$ cat src/verilog/rfs_pkg.sv
`default_nettype none
// ----------------------------------------------------------------
// shared constants for reset flags and flash segment control
// ----------------------------------------------------------------
package rfs_pkg;
    // register byte offsets on the wishbone bus
    localparam logic [7:0] RFS_OFS_FLAGS  = 8'h02; // reset_cause_flags
    localparam logic [7:0] RFS_OFS_IRQST  = 8'h10; // sticky event status
    localparam logic [7:0] RFS_OFS_IRQMSK = 8'h14; // event mask
    localparam logic [7:0] RFS_OFS_FCTL   = 8'h18; // flash command
    localparam logic [7:0] RFS_OFS_FADDR  = 8'h1C; // flash byte address
    localparam logic [7:0] RFS_OFS_FDATA  = 8'h20; // flash write data
    localparam logic [7:0] RFS_OFS_FSTAT  = 8'h24; // flash status
    // flag bit positions
    localparam int RFS_BIT_WDT = 0;
    localparam int RFS_BIT_OSC = 1;
    localparam int RFS_BIT_POR = 2;
    localparam int RFS_BIT_RST = 3;
    localparam int RFS_BIT_NMI = 4;
    // flag values after power-on and after power-up clear
    localparam logic [4:0] RFS_FLAGS_POR = 5'h06;
    localparam logic [4:0] RFS_FLAGS_PUC_MASK = 5'h12;
    localparam logic [4:0] RFS_FLAGS_PUC_VAL  = 5'h02;
    // segment geometry
    localparam int RFS_MAIN_SEG_BYTES = 512;
    localparam int RFS_INFO_SEG_BYTES = 64;
    localparam int RFS_INFO_SEGS      = 4;
    // flash commands
    typedef enum logic [2:0] {
        RFS_CMD_NONE  = 3'h0,
        RFS_CMD_BYTE  = 3'h1,
        RFS_CMD_WORD  = 3'h2,
        RFS_CMD_SEG   = 3'h3,
        RFS_CMD_MASS  = 3'h4,
        RFS_CMD_ALL   = 3'h5
    } rfs_cmd_t;
    // flash controller states
    typedef enum logic [2:0] {
        RFS_ST_IDLE = 3'b001,
        RFS_ST_PROG = 3'b010,
        RFS_ST_ERAS = 3'b100
    } rfs_state_t;
    localparam logic [7:0] RFS_UNLOCK_KEY = 8'hA5;
    localparam logic [15:0] RFS_ERASED = 16'hFFFF;
endpackage : rfs_pkg
`default_nettype wire

$ cat src/verilog/rfs_top.sv
`timescale 1ns/10ps
`default_nettype none
module rfs_top #(
    parameter int MAIN_SEGS = 8 // number of main segments
) (
    input  wire logic        clk_sys_in,    // 125 MHz system clock
    input  wire logic        reset_in,      // power-up clear, high
    input  wire logic        por_in,        // supply power-on, high
    input  wire logic        wdt_ovf_in,    // watchdog overflow pulse
    input  wire logic        wdt_rst_mode_in, // watchdog in reset mode
    input  wire logic        key_viol_in,   // wrong key pulse
    input  wire logic        rst_pin_n_in,  // reset/nmi pin, async
    input  wire logic        pin_nmi_mode_in, // pin in nmi mode
    input  wire logic        osc_fault_in,  // oscillator fault pulse
    input  wire logic        dbg_req_in,    // debug port command strobe
    input  wire logic [2:0]  dbg_cmd_in,    // debug port command
    input  wire logic [15:0] dbg_addr_in,   // debug port address
    input  wire logic [15:0] dbg_data_in,   // debug port data
    input  wire logic        wb_cyc_i,
    input  wire logic        wb_stb_i,
    input  wire logic        wb_we_i,
    input  wire logic [7:0]  wb_adr_i,
    input  wire logic [31:0] wb_dat_i,
    input  wire logic [3:0]  wb_sel_i,
    output logic [31:0]      wb_dat_o,
    output logic             wb_ack_o,
    output logic             irq_out,       // level interrupt
    output logic             busy_out       // flash busy
);
    localparam int AW = $clog2(MAIN_SEGS * rfs_pkg::RFS_MAIN_SEG_BYTES);
    localparam int IW = $clog2(rfs_pkg::RFS_INFO_SEGS *
                               rfs_pkg::RFS_INFO_SEG_BYTES);
    localparam int MW = AW - 1; // main word index width
    localparam int NW = IW - 1; // info word index width

    // ------------------------------------------------------------
    // pin synchroniser and flag state
    // ------------------------------------------------------------
    logic [2:0]  pin_sync_q;   // three stage pin chain
    logic        pin_low_q;    // debounced pin state (active)
    logic [4:0]  flags_q;      // reset cause flags
    logic [4:0]  irq_st_q;     // sticky event status
    logic [4:0]  irq_msk_q;    // event mask
    logic        pin_evt;      // pin assert edge
    logic        wb_hit;       // bus cycle accepted this edge
    logic        wb_wr;        // write taken this edge
    logic [4:0]  evt;          // event vector

    // pin chain: first stage feeds only the second
    always_ff @(posedge clk_sys_in) begin
        pin_sync_q <= {pin_sync_q[1:0], ~rst_pin_n_in};
    end

    // state updates once second and third stages agree
    always_ff @(posedge clk_sys_in) begin
        if (reset_in) begin
            pin_low_q <= 1'b0;
        end else if (pin_sync_q[1] == pin_sync_q[2]) begin
            pin_low_q <= pin_sync_q[2];
        end
    end

    assign pin_evt = (pin_sync_q[1] == pin_sync_q[2]) &&
                     pin_sync_q[2] && !pin_low_q;
    assign wb_hit  = wb_cyc_i && wb_stb_i && !wb_ack_o;
    assign wb_wr   = wb_hit && wb_we_i && wb_sel_i[0];

    // event vector in flag layout
    always_comb begin
        evt = 5'h00;
        evt[rfs_pkg::RFS_BIT_WDT] = (wdt_ovf_in && wdt_rst_mode_in) ||
                                    key_viol_in;
        evt[rfs_pkg::RFS_BIT_OSC] = osc_fault_in;
        // pin reset only in reset mode
        evt[rfs_pkg::RFS_BIT_RST] = pin_evt && !pin_nmi_mode_in;
        evt[rfs_pkg::RFS_BIT_NMI] = pin_evt && pin_nmi_mode_in;
    end

    // ------------------------------------------------------------
    // reset cause flags
    // ------------------------------------------------------------
    // power-on beats everything; set beats software clear
    always_ff @(posedge clk_sys_in) begin
        if (por_in) begin
            flags_q <= rfs_pkg::RFS_FLAGS_POR;
        end else if (reset_in) begin
            // soft clear only touches the puc-reset bits
            flags_q <= (flags_q & ~rfs_pkg::RFS_FLAGS_PUC_MASK) |
                       rfs_pkg::RFS_FLAGS_PUC_VAL;
        end else begin
            if (wb_wr && wb_adr_i == rfs_pkg::RFS_OFS_FLAGS) begin
                flags_q <= wb_dat_i[4:0] | evt;
            end else begin
                flags_q <= flags_q | evt;
            end
            if (evt[rfs_pkg::RFS_BIT_RST]) begin
                flags_q[rfs_pkg::RFS_BIT_WDT] <= 1'b0;
            end
        end
    end

    // ------------------------------------------------------------
    // interrupt status and mask
    // ------------------------------------------------------------
    // write one to clear; a new event wins over the clear
    always_ff @(posedge clk_sys_in) begin
        if (reset_in) begin
            irq_st_q <= 5'h00;
        end else if (wb_wr && wb_adr_i == rfs_pkg::RFS_OFS_IRQST) begin
            irq_st_q <= (irq_st_q & ~wb_dat_i[4:0]) | evt;
        end else begin
            irq_st_q <= irq_st_q | evt;
        end
    end

    // mask register
    always_ff @(posedge clk_sys_in) begin
        if (reset_in) begin
            irq_msk_q <= 5'h00;
        end else if (wb_wr && wb_adr_i == rfs_pkg::RFS_OFS_IRQMSK) begin
            irq_msk_q <= wb_dat_i[4:0];
        end
    end

    // registered interrupt line
    always_ff @(posedge clk_sys_in) begin
        if (reset_in) begin
            irq_out <= 1'b0;
        end else begin
            irq_out <= |(irq_st_q & irq_msk_q);
        end
    end

    // ------------------------------------------------------------
    // flash arrays and controller
    // ------------------------------------------------------------
    // arrays sized by segment geometry
    logic [15:0] main_mem [MAIN_SEGS * rfs_pkg::RFS_MAIN_SEG_BYTES / 2];
    logic [15:0] info_mem [rfs_pkg::RFS_INFO_SEGS *
                           rfs_pkg::RFS_INFO_SEG_BYTES / 2];
    rfs_pkg::rfs_state_t st_q;     // controller state
    logic [2:0]  cmd_q;            // latched command
    logic [15:0] addr_q;           // latched address
    logic [15:0] data_q;           // latched data
    logic [15:0] fa_q;             // bus address register
    logic [15:0] fd_q;             // bus data register
    logic        lock_a_q;         // segment A lock
    logic        viol_q;           // locked-segment attempt seen
    logic        go;               // command request taken in idle, may be refused
    logic [2:0]  go_cmd;
    logic [15:0] go_addr;
    logic [15:0] go_data;
    logic        is_info;          // address selects info area
    logic        hits_a;           // operation touches segment A

    // bus writes to address and data registers
    always_ff @(posedge clk_sys_in) begin
        if (reset_in) begin
            fa_q <= 16'h0000;
            fd_q <= 16'h0000;
        end else if (wb_wr) begin
            if (wb_adr_i == rfs_pkg::RFS_OFS_FADDR) begin
                fa_q <= wb_dat_i[15:0];
            end
            if (wb_adr_i == rfs_pkg::RFS_OFS_FDATA) begin
                fd_q <= wb_dat_i[15:0];
            end
        end
    end

    // debug port first, else cpu command write
    always_comb begin
        go      = 1'b0;
        go_cmd  = dbg_cmd_in;
        go_addr = dbg_addr_in;
        go_data = dbg_data_in;
        if (st_q == rfs_pkg::RFS_ST_IDLE) begin
            if (dbg_req_in) begin
                go = 1'b1;
            end else if (wb_wr && wb_adr_i == rfs_pkg::RFS_OFS_FCTL &&
                         wb_dat_i[2:0] != 3'h0) begin
                go      = 1'b1;
                go_cmd  = wb_dat_i[2:0];
                go_addr = fa_q;
                go_data = fd_q;
            end
        end
    end

    // info area flagged by top address bit, segment A is index 0
    assign is_info = go_addr[15];
    // single ops and the combined erase touch A
    assign hits_a = (is_info && go_addr[IW-1:IW-2] == 2'b00 &&
                     go_cmd != rfs_pkg::RFS_CMD_MASS) ||
                    go_cmd == rfs_pkg::RFS_CMD_ALL;

    // segment A lock: set on reset, key write loads it from bit 7
    always_ff @(posedge clk_sys_in) begin
        if (reset_in || por_in) begin
            lock_a_q <= 1'b1;
        end else if (wb_wr && wb_adr_i == rfs_pkg::RFS_OFS_FCTL) begin
            if (wb_dat_i[15:8] == rfs_pkg::RFS_UNLOCK_KEY) begin
                lock_a_q <= wb_dat_i[7];
            end
        end
    end

    // command latch and state sequencing
    always_ff @(posedge clk_sys_in) begin
        if (reset_in) begin
            st_q   <= rfs_pkg::RFS_ST_IDLE;
            cmd_q  <= 3'h0;
            addr_q <= 16'h0000;
            data_q <= 16'h0000;
            viol_q <= 1'b0;
        end else begin
            // write one clears the violation in any state; a refusal
            // in the same cycle is assigned later and so wins
            if (wb_wr && wb_adr_i == rfs_pkg::RFS_OFS_FSTAT &&
                wb_dat_i[1]) begin
                viol_q <= 1'b0;
            end
            case (st_q)
                rfs_pkg::RFS_ST_IDLE: begin
                    if (go && hits_a && lock_a_q) begin
                        // refuse program or erase of A
                        viol_q <= 1'b1;
                    end else if (go) begin
                        cmd_q  <= go_cmd;
                        addr_q <= go_addr;
                        data_q <= go_data;
                        if (go_cmd == rfs_pkg::RFS_CMD_BYTE ||
                            go_cmd == rfs_pkg::RFS_CMD_WORD) begin
                            st_q <= rfs_pkg::RFS_ST_PROG;
                        end else if (go_cmd != rfs_pkg::RFS_CMD_NONE) begin
                            st_q <= rfs_pkg::RFS_ST_ERAS;
                        end
                    end
                end
                default: begin
                    st_q <= rfs_pkg::RFS_ST_IDLE;
                end
            endcase
        end
    end

    // array update: program one word or byte, erase whole segments in one cycle
    always_ff @(posedge clk_sys_in) begin
        if (st_q == rfs_pkg::RFS_ST_PROG) begin
            // byte or word program, flash only clears bits
            if (addr_q[15]) begin
                if (cmd_q == rfs_pkg::RFS_CMD_WORD) begin
                    info_mem[addr_q[IW-1:1]] <=
                        info_mem[addr_q[IW-1:1]] & data_q;
                end else if (addr_q[0]) begin
                    info_mem[addr_q[IW-1:1]][15:8] <=
                        info_mem[addr_q[IW-1:1]][15:8] & data_q[7:0];
                end else begin
                    info_mem[addr_q[IW-1:1]][7:0] <=
                        info_mem[addr_q[IW-1:1]][7:0] & data_q[7:0];
                end
            end else if (cmd_q == rfs_pkg::RFS_CMD_WORD) begin
                main_mem[addr_q[AW-1:1]] <=
                    main_mem[addr_q[AW-1:1]] & data_q;
            end else if (addr_q[0]) begin
                main_mem[addr_q[AW-1:1]][15:8] <=
                    main_mem[addr_q[AW-1:1]][15:8] & data_q[7:0];
            end else begin
                main_mem[addr_q[AW-1:1]][7:0] <=
                    main_mem[addr_q[AW-1:1]][7:0] & data_q[7:0];
            end
        end else if (st_q == rfs_pkg::RFS_ST_ERAS) begin
            // whole segment or all main segments
            for (int i = 0; i < (1 << MW); i++) begin
                if (cmd_q != rfs_pkg::RFS_CMD_SEG ? !addr_q[15] ||
                    cmd_q != rfs_pkg::RFS_CMD_SEG :
                    !addr_q[15] && i[MW-1:8] == addr_q[AW-1:9]) begin
                    main_mem[i] <= rfs_pkg::RFS_ERASED;
                end
            end
            // one info segment, or all with main
            for (int j = 0; j < (1 << NW); j++) begin
                if (cmd_q == rfs_pkg::RFS_CMD_ALL ||
                    (cmd_q == rfs_pkg::RFS_CMD_SEG && addr_q[15] &&
                     j[NW-1:5] == addr_q[IW-1:6])) begin
                    info_mem[j] <= rfs_pkg::RFS_ERASED;
                end
            end
        end
    end

    // busy flag out
    always_ff @(posedge clk_sys_in) begin
        if (reset_in) begin
            busy_out <= 1'b0;
        end else begin
            busy_out <= go && !(hits_a && lock_a_q) &&
                        go_cmd != rfs_pkg::RFS_CMD_NONE;
        end
    end

    // ------------------------------------------------------------
    // wishbone read and acknowledge
    // ------------------------------------------------------------
    // one wait-free answer: ack the edge after stb, then drop
    always_ff @(posedge clk_sys_in) begin
        if (reset_in) begin
            wb_ack_o <= 1'b0;
            wb_dat_o <= 32'h00000000;
        end else begin
            wb_ack_o <= wb_hit;
            wb_dat_o <= 32'h00000000;
            if (wb_hit && !wb_we_i) begin
                case (wb_adr_i)
                    rfs_pkg::RFS_OFS_FLAGS:  wb_dat_o[4:0] <= flags_q;
                    rfs_pkg::RFS_OFS_IRQST:  wb_dat_o[4:0] <= irq_st_q;
                    rfs_pkg::RFS_OFS_IRQMSK: wb_dat_o[4:0] <= irq_msk_q;
                    rfs_pkg::RFS_OFS_FADDR:  wb_dat_o[15:0] <= fa_q;
                    rfs_pkg::RFS_OFS_FDATA:  wb_dat_o[15:0] <= fd_q;
                    rfs_pkg::RFS_OFS_FSTAT:  wb_dat_o[2:0] <=
                        {lock_a_q, viol_q, st_q != rfs_pkg::RFS_ST_IDLE};
                    default:                 wb_dat_o <= 32'h00000000;
                endcase
            end
        end
    end
endmodule : rfs_top
`default_nettype wire

$ cat config.mk
export PLATFORM = sky130hd
export DESIGN_NAME = rfs_top
export DESIGN_NICKNAME = d
export VERILOG_FILES = /design/src/verilog/rfs_pkg.sv /design/src/verilog/rfs_top.sv
export SDC_FILE = /design/constraint.sdc
export NUM_CORES = 1
export LEC_CHECK = 0
export BUFFER_PORTS_ARGS = -buffer_cell sky130_fd_sc_hd__buf_2
export CAP_MARGIN = 20
export CORE_UTILIZATION = 52
export CTS_BUF_LIST = sky130_fd_sc_hd__clkbuf_8 sky130_fd_sc_hd__clkbuf_16
export DETAILED_ROUTE_END_ITERATION = 10
export PLACE_DENSITY_LB_ADDON = 0.3
export SLEW_MARGIN = 40
export SYNTH_ARGS = -nofsm -noshare
export SYNTH_HDL_FRONTEND = slang
export SYNTH_SLANG_ARGS = --single-unit
export TNS_END_PERCENT = 10
$ cat constraint.sdc
create_clock -name clk_sys_in -period 7.7 [get_ports clk_sys_in]
set_input_delay 1.925 -clock clk_sys_in [delete_from_list [all_inputs] [get_ports clk_sys_in]]
set_output_delay 1.925 -clock clk_sys_in [all_outputs]
set_load 0.02 [all_outputs]
==> results.md, run 1 <==
- Post-Synthesis Mean Instance Area: 8.46 µm²
- Quantity of hold-fixing buffers added after cts: 0
- Clock tree sinks: 75
- Flip-flop and latch area: 1500 µm²
- Max IR drop VDD: 124 µV
- CP most frequent cell: nand2_1
- CP cell instances: buf_2 -> or3b_1 -> nor2_2 -> and3_1 -> nand2_1 -> nand2_1 -> a21oi_1
- Transition time of the tightest slew-check pin: 0.686 ns
- Number of pins with negative max-slew slack in the final report: 0
- Number of instances in the synthesized netlist: 388
- Number of synthesis warnings: 0
- Sequential Power Share: 51.3%
- WL/cell: 14.7 µm
- Share of total power consumed by net switching: 25.5%
- Critical path data arrival time: 4.35 ns
- Die area: 6630 µm²
- Period utilisation layout: 53.7%
- Antenna diode instance count: 0
- Quantity of I/O buffers inserted on ports: 62
- Asr flop ratio synth: 0%
- Count of instances resized after the clock tree is built: 0
- Hold crit path type: reg2reg
- HPWL after DPL: 5100 µm
- Top-level I/O count: 127
- CP Class: in2reg
- RD Place Congestion: 0.806
- Detailed-router iteration count before antenna repair: 5
- Maximum clock frequency: 0.242 GHz
- EDFF count, synth: 0
- Number of endpoints with negative hold slack in the final report: 0
- DRC violation count after routing: 0
- Setup TNS: 0 ns
- Cells after DPL: 498
- Crit path time final: 4.14 ns
- CTS Buf Count: 9
- Count of state elements after synthesis: 75
- Total internal power: 0.574 mW
- Global routing usage summed across all routing layers: 24.7%
- Antenna-violating nets left: 0
- Part of the total power dissipated in the clock network: 41.2%
- Vias: 2946
- Netlist area before placement: 3280 µm²
- Total of fill cells in the finished design: 535
- Relative slew slack: 54.2%
- Clock tree root buffer cell: clkbuf_8
- Placeable Area: 5990 µm²
- Worst path required time: 7.91 ns
- Largest net degree at the start of global routing: 56
- Number of vias per cell: 5.73
- Total of max-cap violations: 0
- Drt first-iter violations: 171
- Setup repair after global routing missed its margin: no
- Clock-pin transition on the worst setup and hold timing paths: 0.08 ns
- Total number of nets in the final design: 527
- Slowest-stage cell, CP: and3_1
- Clk_skew: 0.00896 ns
- Chip height: 81.4 µm
- Area used by multi-input combinational logic: 1580 µm²
- Number of placement rows: 28
- Initial cell density of the core: 54.8%
- H-tree lvl count: 3
- TritonCTS clock tree: done
- Total wire length: 7570 µm
- Max Fanout on Critical Path: 16
- Netlist cell types: 51
- Most common flop cell mapped by yosys: dfxtp_1
- Buffer depth of the longest clock path: 2
- DIE WIDTH: 81.4 µm
- Part of the Yosys area used for sequential elements: 45.8%
- Leakage Power: 1.42 nW
- Result of the run: complete, no violations
- Critical path's largest stage delay: 0.58 ns
- Setup-violating endpoint count in the final report: 0
- Sw Pwr: 0.196 mW
- Global-route wire length before repair: 12300 µm
- PwrDens: 207 nW/µm²
- Power share of the combinational group: 7.5%
- Non-filler cells in the finished layout: 514
- Area growth, synth to finish: 13.7%
- Nature of the critical path startpoint: input pin
- Insertion delay to the later sink of the worst-skew pair: 0.35 ns
- Number of global-route vias before repair: 2667
- Fraction of final layout cells sized beyond drive strength 1: 21.9%
- Setup Buffers After CTS: 0
- Overflow after GRT: 0
- Antenna violations before repair: 0
- Type of destination of the critical path: flip-flop
## final cells by class
| cell class | instances | area share [%] |
|---|---|---|
| clock buffer | 10 | 3.69 |
| multi-input combinational | 279 | 42.3 |
| clock inverter | 6 | 1.91 |
| sequential | 75 | 40.3 |
| timing repair buffer | 64 | 8.79 |
| inverter | 5 | 0.503 |
| tap | 75 | 2.52 |
## metal layers
layer / GRT usage (%) / vias to the layer above / wire length [µm]
li1: - / 1433 / -
met1: 30.8 / 1403 / 3320
met2: 40.8 / 93 / 3710
met3: 4.78 / 17 / 395
met4: 11.8 / 0 / 149
met5: 0 / - / 0
## worst paths after layout
check                 from            end  slack [ns]  cells past startpoint
max            wb_adr_i[1]        fa_q[5]        3.56                      7
min reg2reg  pin_sync_q[0]  pin_sync_q[1]        0.33                      0
min          pin_sync_q[0]  pin_sync_q[1]        0.33                      0
max reg2reg       wb_ack_o        st_q[1]        5.51                      6
## registers in the layout (all words and copies together) (netlist names)
| name | count |
|---|---|
| irq_out | 1 |
| lock_a_q | 1 |
| pin_low_q | 1 |
| irq_st_q | 5 |
| pin_sync_q | 3 |
| wb_ack_o | 1 |
| fa_q | 16 |
| fd_q | 16 |
| flags_q | 5 |
| busy_out | 1 |
| st_q | 3 |
| wb_dat_o | 16 |
| viol_q | 1 |
| irq_msk_q | 5 |
## worst max-delay path, delay by kind of cell
| family | cells | cell delay (ns) |
|---|---|---|
| buffers and inverters | 1 | 0.11 |
| AND/OR/NAND/NOR | 5 | 2.22 |
| AO/OA/AOI/OAI | 1 | 0.08 |
## synthesized netlist by cell type (all sizes together) (2+ instances only)
master   n  area, µm²
dfxtp   75       1500
mux2     5       56.3
a211oi   2       20.0
nand3b   4       30.0
a22o     5       43.8
o22ai    2       12.5
clkbuf  19       71.3
nor2    36        138
a311oi   2       17.5
mux2i    9       90.1
nand4b   3       26.3
or3      4       35.0
or4      2       18.8
and3     2       12.5
nor3     8       51.3
o21ai    5       25.0
a222oi   6       60.1
inv      5       18.8
buf     25        171
and4b    2       20.0
a21oi   49        245
nand4    3       18.8
a22oi   12       90.1
nand3   22        110
or3b     3       26.3
nand2b   4       25.0
nand2   59        221
## logic make-up after synthesis
logic type / count (synthesis) / synth area share, %
AOI/OAI and AO/OA: 88 / 17.1
adders and majority gates: 1 / 0.381
buffers and inverters: 49 / 7.97
DFF: 75 / 45.8
muxes: 14 / 4.46
other: 1 / 0.114
and+or+nand+nor: 160 / 24.2
## placed cells by master, fill, tap and decap left out, drive strengths merged, types with 8 or more instances in the layout
master  synthesis  layout
a22oi          12      12
dfxtp          75      75
buf            25      64
conb            1      16
nor3            8       8
mux2i           9       9
nor2           36      36
clkbuf         19      10
a21oi          49      49
nand2          59      59
nand3          22      22
## power groups by stage
stage / clock network, mW / registers [mW] / logic [mW]
finish: 0.317 / 0.395 / 0.0578
global route: 0.341 / 0.396 / 0.0635
CTS: 0.320 / 0.395 / 0.0575
detailed placement: 0 / 0.404 / 0.0572
global placement: 0 / 0.404 / 0.0563
floorplan: 0 / 0.404 / 0.0433
## per-stage QoR
stage / hold slack [ns] / utilization (%) / power, mW / area (µm²) / setup slack [ns]
3_3_place_gp: 0.313 / 58.7 / 0.461 / 3520 / 3.25
4_1_cts: 0.333 / 62.3 / 0.772 / 3730 / 3.59
3_5_place_dp: 0.321 / 58.8 / 0.462 / 3520 / 3.25
5_1_grt: 0.341 / 62.3 / 0.801 / 3730 / 3.48
6_report: 0.331 / 62.3 / 0.771 / 3730 / 3.56
2_1_floorplan: 0.310 / - / 0.448 / 3340 / 3.84
(Power assumes the default switching activity.)
==> inputs of run 2 (changes only) <==
--- a/config.mk
+++ b/config.mk
@@ -5,9 +5,10 @@
 export SDC_FILE = /design/constraint.sdc
 export NUM_CORES = 1
 export LEC_CHECK = 0
+export ABC_AREA = 1
 export BUFFER_PORTS_ARGS = -buffer_cell sky130_fd_sc_hd__buf_2
 export CAP_MARGIN = 20
-export CORE_UTILIZATION = 52
+export CORE_UTILIZATION = 44
 export CTS_BUF_LIST = sky130_fd_sc_hd__clkbuf_8 sky130_fd_sc_hd__clkbuf_16
 export DETAILED_ROUTE_END_ITERATION = 10
 export PLACE_DENSITY_LB_ADDON = 0.3
==> constraint.sdc (replaced) <==
create_clock -name clk_sys_in -period 3.6 [get_ports clk_sys_in]
set_input_delay 0.9 -clock clk_sys_in [delete_from_list [all_inputs] [get_ports clk_sys_in]]
set_output_delay 0.9 -clock clk_sys_in [all_outputs]
set_load 0.02 [all_outputs]
==> run 2 against run 1 <==
Effect of this change:
- clock power grew 99%
- power grew 110%
- clock skew shrank 0.0046 ns
- sequential power grew 110%
- critical path type unchanged
- largest power group unchanged
- highest routed layer unchanged
==> results.md, run 2 <==
- CTS Buf Count: 9 (unchanged)
- Setup Buffers After CTS: 0 (unchanged)
- Post-synth top cells: 75 x dfxtp_1, 68 x nand2_1, 59 x nor2_1 (was 75 x dfxtp_1, 59 x nand2_1, 49 x a21oi_1)
- Number of placement rows: 30 (was 28)
- Setup-violating endpoint count in the final report: 0 (unchanged)
- Most used standard cell by instance count after synthesis: dfxtp_1 (unchanged)
- RD Place Congestion: 0.829 (was 0.806)
- Highest-count cells in the layout ignoring fill and taps: 75 x dfxtp_1, 68 x nand2_1, 62 x buf_2 (was 75 x dfxtp_1, 61 x buf_2, 59 x nand2_1)
- Hold crit path type: reg2reg (unchanged)
- PwrDens: 425 nW/µm² (was 207 nW/µm²)
- Worst path required time: 3.83 ns (was 7.91 ns)
- Clock tree root buffer cell: clkbuf_8 (unchanged)
- Post-Synthesis Mean Instance Area: 7.54 µm² (was 8.46 µm²)
- Result of the run: complete, no violations (unchanged)
- Critical path data arrival time: 2.42 ns (was 4.35 ns)
- Setup repair after global routing missed its margin: no (unchanged)
- Type of destination of the critical path: flip-flop (unchanged)
- Antenna diode instance count: 0 (unchanged)
- Fraction of final layout cells sized beyond drive strength 1: 21.5% (was 21.9%)
- Crit path time final: 2.19 ns
- Area growth, synth to finish: 16.1% (was 13.7%)
- Most common flop cell mapped by yosys: dfxtp_1 (unchanged)
- Clk_skew: 0.00431 ns (was 0.00896 ns)
- Quantity of I/O buffers inserted on ports: 62 (unchanged)
- Number of synthesis warnings: 0 (unchanged)
- Slowest-stage cell, CP: buf_4 (was and3_1)
- Max IR drop VDD: 180 µV (was 124 µV)
- Die area: 7730 µm² (was 6630 µm²)
- Insertion delay to the later sink of the worst-skew pair: 0.34 ns (was 0.35 ns)
- Number of endpoints with negative hold slack in the final report: 0 (unchanged)
- Number of pins with negative max-slew slack in the final report: 0 (unchanged)
- Chip height: 87.9 µm (was 81.4 µm)
- CP cell instances: buf_2 -> inv_1 -> nand2_1 -> nor2_4 -> nand4_1 -> nor2_1 -> buf_4 -> inv_1 -> o21ai_0 -> a21oi_1 (was buf_2 -> or3b_1 -> nor2_2 -> and3_1 -> nand2_1 -> nand2_1 -> a21oi_1)
- Final core utilization: 54.3% (was 62.3%)
- Launch point of the critical path: wb_adr_i[5] (was wb_adr_i[1])
- Critical path's largest stage delay: 0.26 ns (was 0.58 ns)
- Number of global-route vias before repair: 2746 (was 2667)
- DRC violation count after routing: 0 (unchanged)
- Buffer depth of the longest clock path: 2 (unchanged)
- Total of max-cap violations: 0 (unchanged)
- Nature of the critical path startpoint: input pin (unchanged)
- Number of vias per cell: 4.97 (was 5.73)
- Worst reg2reg startpoint: wb_ack_o (unchanged)
- Most common library cell in the layout ignoring fill and taps: dfxtp_1 (unchanged)
- Count of state elements after synthesis: 75 (unchanged)
- Max Fanout on Critical Path: 20 (was 16)
- Cell type contributing the most total cell area after synthesis: dfxtp_1 (unchanged)
- Top cell type's share of synthesized area: 46.2% (was 45.8%)
- H-tree lvl count: 3 (unchanged)
- Part of the Yosys area used for sequential elements: 46.2% (was 45.8%)
- Top-level I/O count: 127 (unchanged)
- Hold path startpoint: pin_sync_q[0] (unchanged)
- Leakage Power: 1.71 nW (was 1.42 nW)
- CP most frequent cell: inv_1 (was nand2_1)
- Registers with the most flip-flops: fa_q (16), fd_q (16), wb_dat_o (16) (unchanged)
- Quantity of hold-fixing buffers added after cts: 0 (unchanged)
- Netlist area before placement: 3250 µm² (was 3280 µm²)
- Vias: 2947 (was 2946)
- Clock-pin transition on the worst setup and hold timing paths: 0.08 ns (about the same)
- Transition time of the tightest slew-check pin: 0.538 ns (was 0.686 ns)
- Global-route wire length before repair: 12400 µm (was 12300 µm)
- Total number of nets in the final design: 585 (was 527)
- CP Class: in2reg (unchanged)
- Maximum clock frequency: 0.456 GHz
- Netlist cell types: 37 (was 51)
- Relative slew slack: 64.1% (was 54.2%)
- Placeable Area: 6940 µm² (was 5990 µm²)
- Biggest area contributors in the synthesized netlist: dfxtp_1 46%, nand2_1 7.9%, o21ai_0 7.2%, nor2_1 6.8%, a21oi_1 6.6% (was dfxtp_1 46%, a21oi_1 7.5%, nand2_1 6.8%, nor2_1 4.0%, buf_4 3.9%)
- Asr flop ratio synth: 0% (unchanged)
- Largest net degree at the start of global routing: 41 (was 56)
- Drt first-iter violations: 243 (was 171)
- Initial cell density of the core: 46.8% (was 54.8%)
- Overflow after GRT: 0 (unchanged)
- Global routing usage summed across all routing layers: 21.0% (was 24.7%)
- Setup TNS: 0 ns (unchanged)
- TritonCTS clock tree: done (unchanged)
- DIE WIDTH: 87.9 µm (was 81.4 µm)
- Number of instances in the synthesized netlist: 431 (was 388)
- Clock tree sinks: 75 (unchanged)
- Period utilisation layout: 60.9%
- EDFF count, synth: 0 (unchanged)
- Detailed-router iteration count before antenna repair: 4 (was 5)
- Total wire length: 7520 µm (was 7570 µm)
- Antenna-violating nets left: 0 (unchanged)
- HPWL after DPL: 5310 µm (was 5100 µm)
- Antenna violations before repair: 0 (unchanged)
- WL/cell: 12.7 µm (was 14.7 µm)
- Count of instances resized after the clock tree is built: 0 (unchanged)
[run 2: layout make-up]
type                    instances  area (µm²)
clock inverters                 6        56.3
well taps                      96         120
inverters                      49         184
clock buffers                  10         138
fillers                       687        3170
multi-input cells             292        1440
repair buffers                 65         333
flip-flops and latches         75        1500
[run 2: logic make-up after synthesis]
group           count (synthesis)  synth area share [%]
simple gates                  164                  23.0
compound gates                111                  19.1
buf+inv                        79                  11.2
flops                          75                  46.2
fa+ha+maj                       1                 0.385
other cells                     1                 0.115
[run 2: per-layer routing]
metal	GRT usage, %	up-vias	wire [µm]
met5	0	-	0
met3	3.49	12	451
li1	-	1501	-
met4	9.84	0	152
met1	28.0	1335	3530
met2	33.3	99	3390
[run 2: report_power, final]
part / switching, mW / leakage (nW) / total (mW) / internal (mW)
Clock: 0.298 / 0.103 / 0.630 / 0.333
Combinational: 0.0849 / 1.00 / 0.125 / 0.0403
Sequential: 0.00535 / 0.607 / 0.846 / 0.841
Total: 0.388 / 1.71 / 1.60 / 1.21
[run 2: path summary, 6_finish.rpt]
kind	end	slack, ns	depth (start not counted)
min reg2reg	pin_sync_q[1]	0.33	0
max	fa_q[15]	1.41	10
min	pin_sync_q[1]	0.33	0
max reg2reg	fa_q[15]	1.81	9
[run 2: critical path: cells and delay by family]
kind            cells  cell delay [ns]
compound gates      2             0.25
simple gates        4             0.59
buf+inv             4             0.66
[run 2: per-stage QoR]
stage | instances | power, mW | hold WS, ns | worst slack (ns) | area (µm²)
6_report | 593 | 1.60 | 0.334 | 1.41 | 3770
5_1_grt | 593 | 1.67 | 0.349 | 1.22 | 3770
4_1_cts | 593 | 1.61 | 0.335 | 1.41 | 3770
3_5_place_dp | 577 | 0.990 | 0.318 | 1.05 | 3580
3_3_place_gp | 577 | 0.988 | 0.311 | 1.06 | 3580
2_1_floorplan | 446 | 0.957 | 0.310 | 1.61 | 3310
==> inputs of run 3 (changes only) <==
==> constraint.sdc (replaced) <==
create_clock -name clk_sys_in -period 2 [get_ports clk_sys_in]
set_input_delay 0.5 -clock clk_sys_in [delete_from_list [all_inputs] [get_ports clk_sys_in]]
set_output_delay 0.5 -clock clk_sys_in [all_outputs]
set_load 0.02 [all_outputs]
==> run 3 against run 2 <==
Effect of this change:
- flip-flop and latch count stayed put
- non-clock buffer count is 10 higher
- sequential power up 80%
- largest cell class unchanged
- clock-buffer cell count increased by 1
- critical path type is now reg2reg
- critical endpoint is now fd_q[1]
- hold slack worse by 0.044 ns
- die area stayed put
- via count increased by 1.7%
- final area rose by 2.0%
==> results.md, run 3 (synthesized netlist as in run 2, its figures left out) <==
- Result of the run: complete, no violations (unchanged)
- Count of instances resized after the clock tree is built: 0 (unchanged)
- Cells after DPL: 587 (was 577)
- Flip-flop and latch area: 1500 µm² (unchanged)
- Quantity of I/O buffers inserted on ports: 62 (unchanged)
- Min-Delay Path Depth: 2 (was 0)
- Largest net degree at the start of global routing: 33 (was 41)
- Total wire length: 7630 µm (was 7520 µm)
- Nature of the critical path startpoint: flip-flop (was input pin)
- Clk_skew: 0.00763 ns (was 0.00431 ns)
- Most common library cell in the layout ignoring fill and taps: dfxtp_1 (unchanged)
- Number of endpoints with negative hold slack in the final report: 0 (unchanged)
- Sw Pwr: 0.707 mW (was 0.388 mW)
- Setup-violating endpoint count in the final report: 0 (unchanged)
- Crit path time final: 1.71 ns
- H-tree lvl count: 3 (unchanged)
- Critical path's largest stage delay: 0.32 ns (was 0.26 ns)
- Setup TNS: 0 ns (unchanged)
- Part of the total power dissipated in the clock network: 37.4% (was 39.3%)
- Top-level I/O count: 127 (unchanged)
- Area growth, synth to finish: 18.3% (was 16.1%)
- Final design area excluding fillers: 3840 µm² (was 3770 µm²)
- Setup Buffers After CTS: 0 (unchanged)
- Highest-count cells in the layout ignoring fill and taps: 75 x dfxtp_1, 68 x nand2_1, 62 x buf_2 (unchanged)
- Non-filler cells in the finished layout: 603 (was 593)
- CTS Buf Count: 9 (unchanged)
- Insertion delay to the later sink of the worst-skew pair: 0.35 ns (was 0.34 ns)
- Placeable Area: 6940 µm² (unchanged)
- Vias: 2998 (was 2947)
- Die area: 7730 µm² (unchanged)
- Clock tree root buffer cell: clkbuf_8 (unchanged)
- Hold path startpoint: rst_pin_n_in (was pin_sync_q[0])
- Period utilisation layout: 85.4%
- DIE WIDTH: 87.9 µm (unchanged)
- Hold crit path type: in2reg (was reg2reg)
- Leakage Power: 1.76 nW (was 1.71 nW)
- Total of fill cells in the finished design: 682 (was 687)
- Drt first-iter violations: 144 (was 243)
- Setup repair after global routing missed its margin: no (unchanged)
- Worst reg2reg startpoint: wb_ack_o (unchanged)
- Setup slack, reg-to-reg: 0.29 ns (was 1.81 ns)
- Transition time of the tightest slew-check pin: 0.530 ns (was 0.538 ns)
- Quantity of hold-fixing buffers added after cts: 0 (unchanged)
- Launch point of the critical path: wb_ack_o (was wb_adr_i[5])
- Type of destination of the critical path: flip-flop (unchanged)
- Relative slew slack: 64.6% (was 64.1%)
- CP Class: reg2reg (was in2reg)
- Endpoint of the worst hold-timing path: pin_sync_q[0] (was pin_sync_q[1])
- Power share of the combinational group: 8.4% (was 7.8%)
- PwrDens: 731 nW/µm² (was 425 nW/µm²)
- Maximum clock frequency: 0.586 GHz
- Final core utilization: 55.4% (was 54.3%)
- Max Fanout on Critical Path: 12 (was 20)
- Clock-pin transition on the worst setup and hold timing paths: 0.08 ns (about the same)
- CP cell instances: inv_1 -> nand3_1 -> inv_1 -> nand2_2 -> buf_4 -> nor2_1 -> inv_1 -> o21ai_0 -> a21oi_1 (was buf_2 -> inv_1 -> nand2_1 -> nor2_4 -> nand4_1 -> nor2_1 -> buf_4 -> inv_1 -> o21ai_0 -> a21oi_1)
- WL/cell: 12.6 µm (was 12.7 µm)
- Buffer depth of the longest clock path: 2 (unchanged)
- Number of vias per cell: 4.97 (about the same)
- Detailed-router iteration count before antenna repair: 4 (unchanged)
- Terminus of the critical flop-to-flop path: fd_q[1] (was fa_q[15])
- Antenna violations before repair: 0 (unchanged)
- Number of pins with negative max-slew slack in the final report: 0 (unchanged)
- Chip height: 87.9 µm (unchanged)
- HPWL after DPL: 5550 µm (was 5310 µm)
- RD Place Congestion: 0.840 (was 0.829)
- Total number of nets in the final design: 595 (was 585)
- Cells on worst reg2reg path: 9 (unchanged)
- Global-route wire length before repair: 12300 µm (was 12400 µm)
- Sequential Power Share: 54.2% (was 52.8%)
- Global routing usage summed across all routing layers: 20.9% (was 21.0%)
- Antenna diode instance count: 0 (unchanged)
- Critical path data arrival time: 1.93 ns (was 2.42 ns)
- Number of global-route vias before repair: 2701 (was 2746)
- Total chip power: 2.81 mW (was 1.60 mW)
- Total internal power: 2.10 mW (was 1.21 mW)
- Area used by multi-input combinational logic: 1440 µm² (unchanged)
- Overflow after GRT: 0 (unchanged)
- Max IR drop VDD: 333 µV (was 180 µV)
- Number of placement rows: 30 (unchanged)
- Cell area after placement: 3660 µm² (was 3580 µm²)
- Fraction of final layout cells sized beyond drive strength 1: 23.1% (was 21.5%)
- Initial cell density of the core: 46.8% (unchanged)
- CP most frequent cell: inv_1 (unchanged)
- Antenna-violating nets left: 0 (unchanged)
- DRC violation count after routing: 0 (unchanged)
- Slowest-stage cell, CP: dfxtp_1 (was buf_4)
- Clock tree sinks: 75 (unchanged)
- Worst path required time: 2.23 ns (was 3.83 ns)
- TritonCTS clock tree: done (unchanged)
- Share of total power consumed by net switching: 25.2% (was 24.2%)
- Total of max-cap violations: 0 (unchanged)
- Registers with the most flip-flops: fa_q (16), fd_q (16), wb_dat_o (16) (unchanged)
## run 3: cell type report
cell class / count / share of cell area, %
clock buffer: 11 / 3.94
timing repair buffer: 75 / 10.9
tap: 96 / 3.12
inverter: 49 / 4.78
multi-input combinational: 292 / 37.4
sequential: 75 / 39.0
clock inverter: 5 / 0.748
## run 3: critical path: cells and delay by family, from the launching register on
family                 cells  cell delay, ns
AOI/OAI and AO/OA          2            0.27
buffers and inverters      4            0.57
DFF                        1            0.32
and+or+nand+nor            3            0.42
## run 3: power by group through the flow
stage	Combinational (mW)	Clock, mW	Sequential [mW]
floorplan	0.163	0	1.56
global placement	0.230	0	1.56
detailed placement	0.233	0	1.56
CTS	0.235	1.07	1.52
global route	0.261	1.13	1.53
finish	0.235	1.05	1.52
## run 3: how the worst max path moves through the flow
stage | slack [ns] | endpoint
2_1_floorplan | 0.41 | st_q[2]
3_3_place_gp | 0.09 | fd_q[1]
3_5_place_dp | 0.06 | fd_q[1]
4_1_cts | 0.30 | fd_q[1]
5_1_grt | 0.05 | fd_q[1]
6_report | 0.29 | fd_q[1]
## run 3: metrics by stage
step                worst slack, ns  hold WS (ns)
finish                        0.293         0.290
global route                 0.0515         0.286
CTS                           0.297         0.276
detailed placement           0.0566         0.314
global placement             0.0930         0.311
floorplan                     0.407         0.310
## run 3: metal layers
metal  vias to the layer above  wire length (µm)  share of wire, %  track usage, %
li1                       1523                 -                 -               -
met1                      1355              3590                47            27.2
met2                       110              3440                45            34.3
met3                        10               477               6.3            3.68
met4                         0               110               1.4            8.20
met5                         -                 0                 0               0
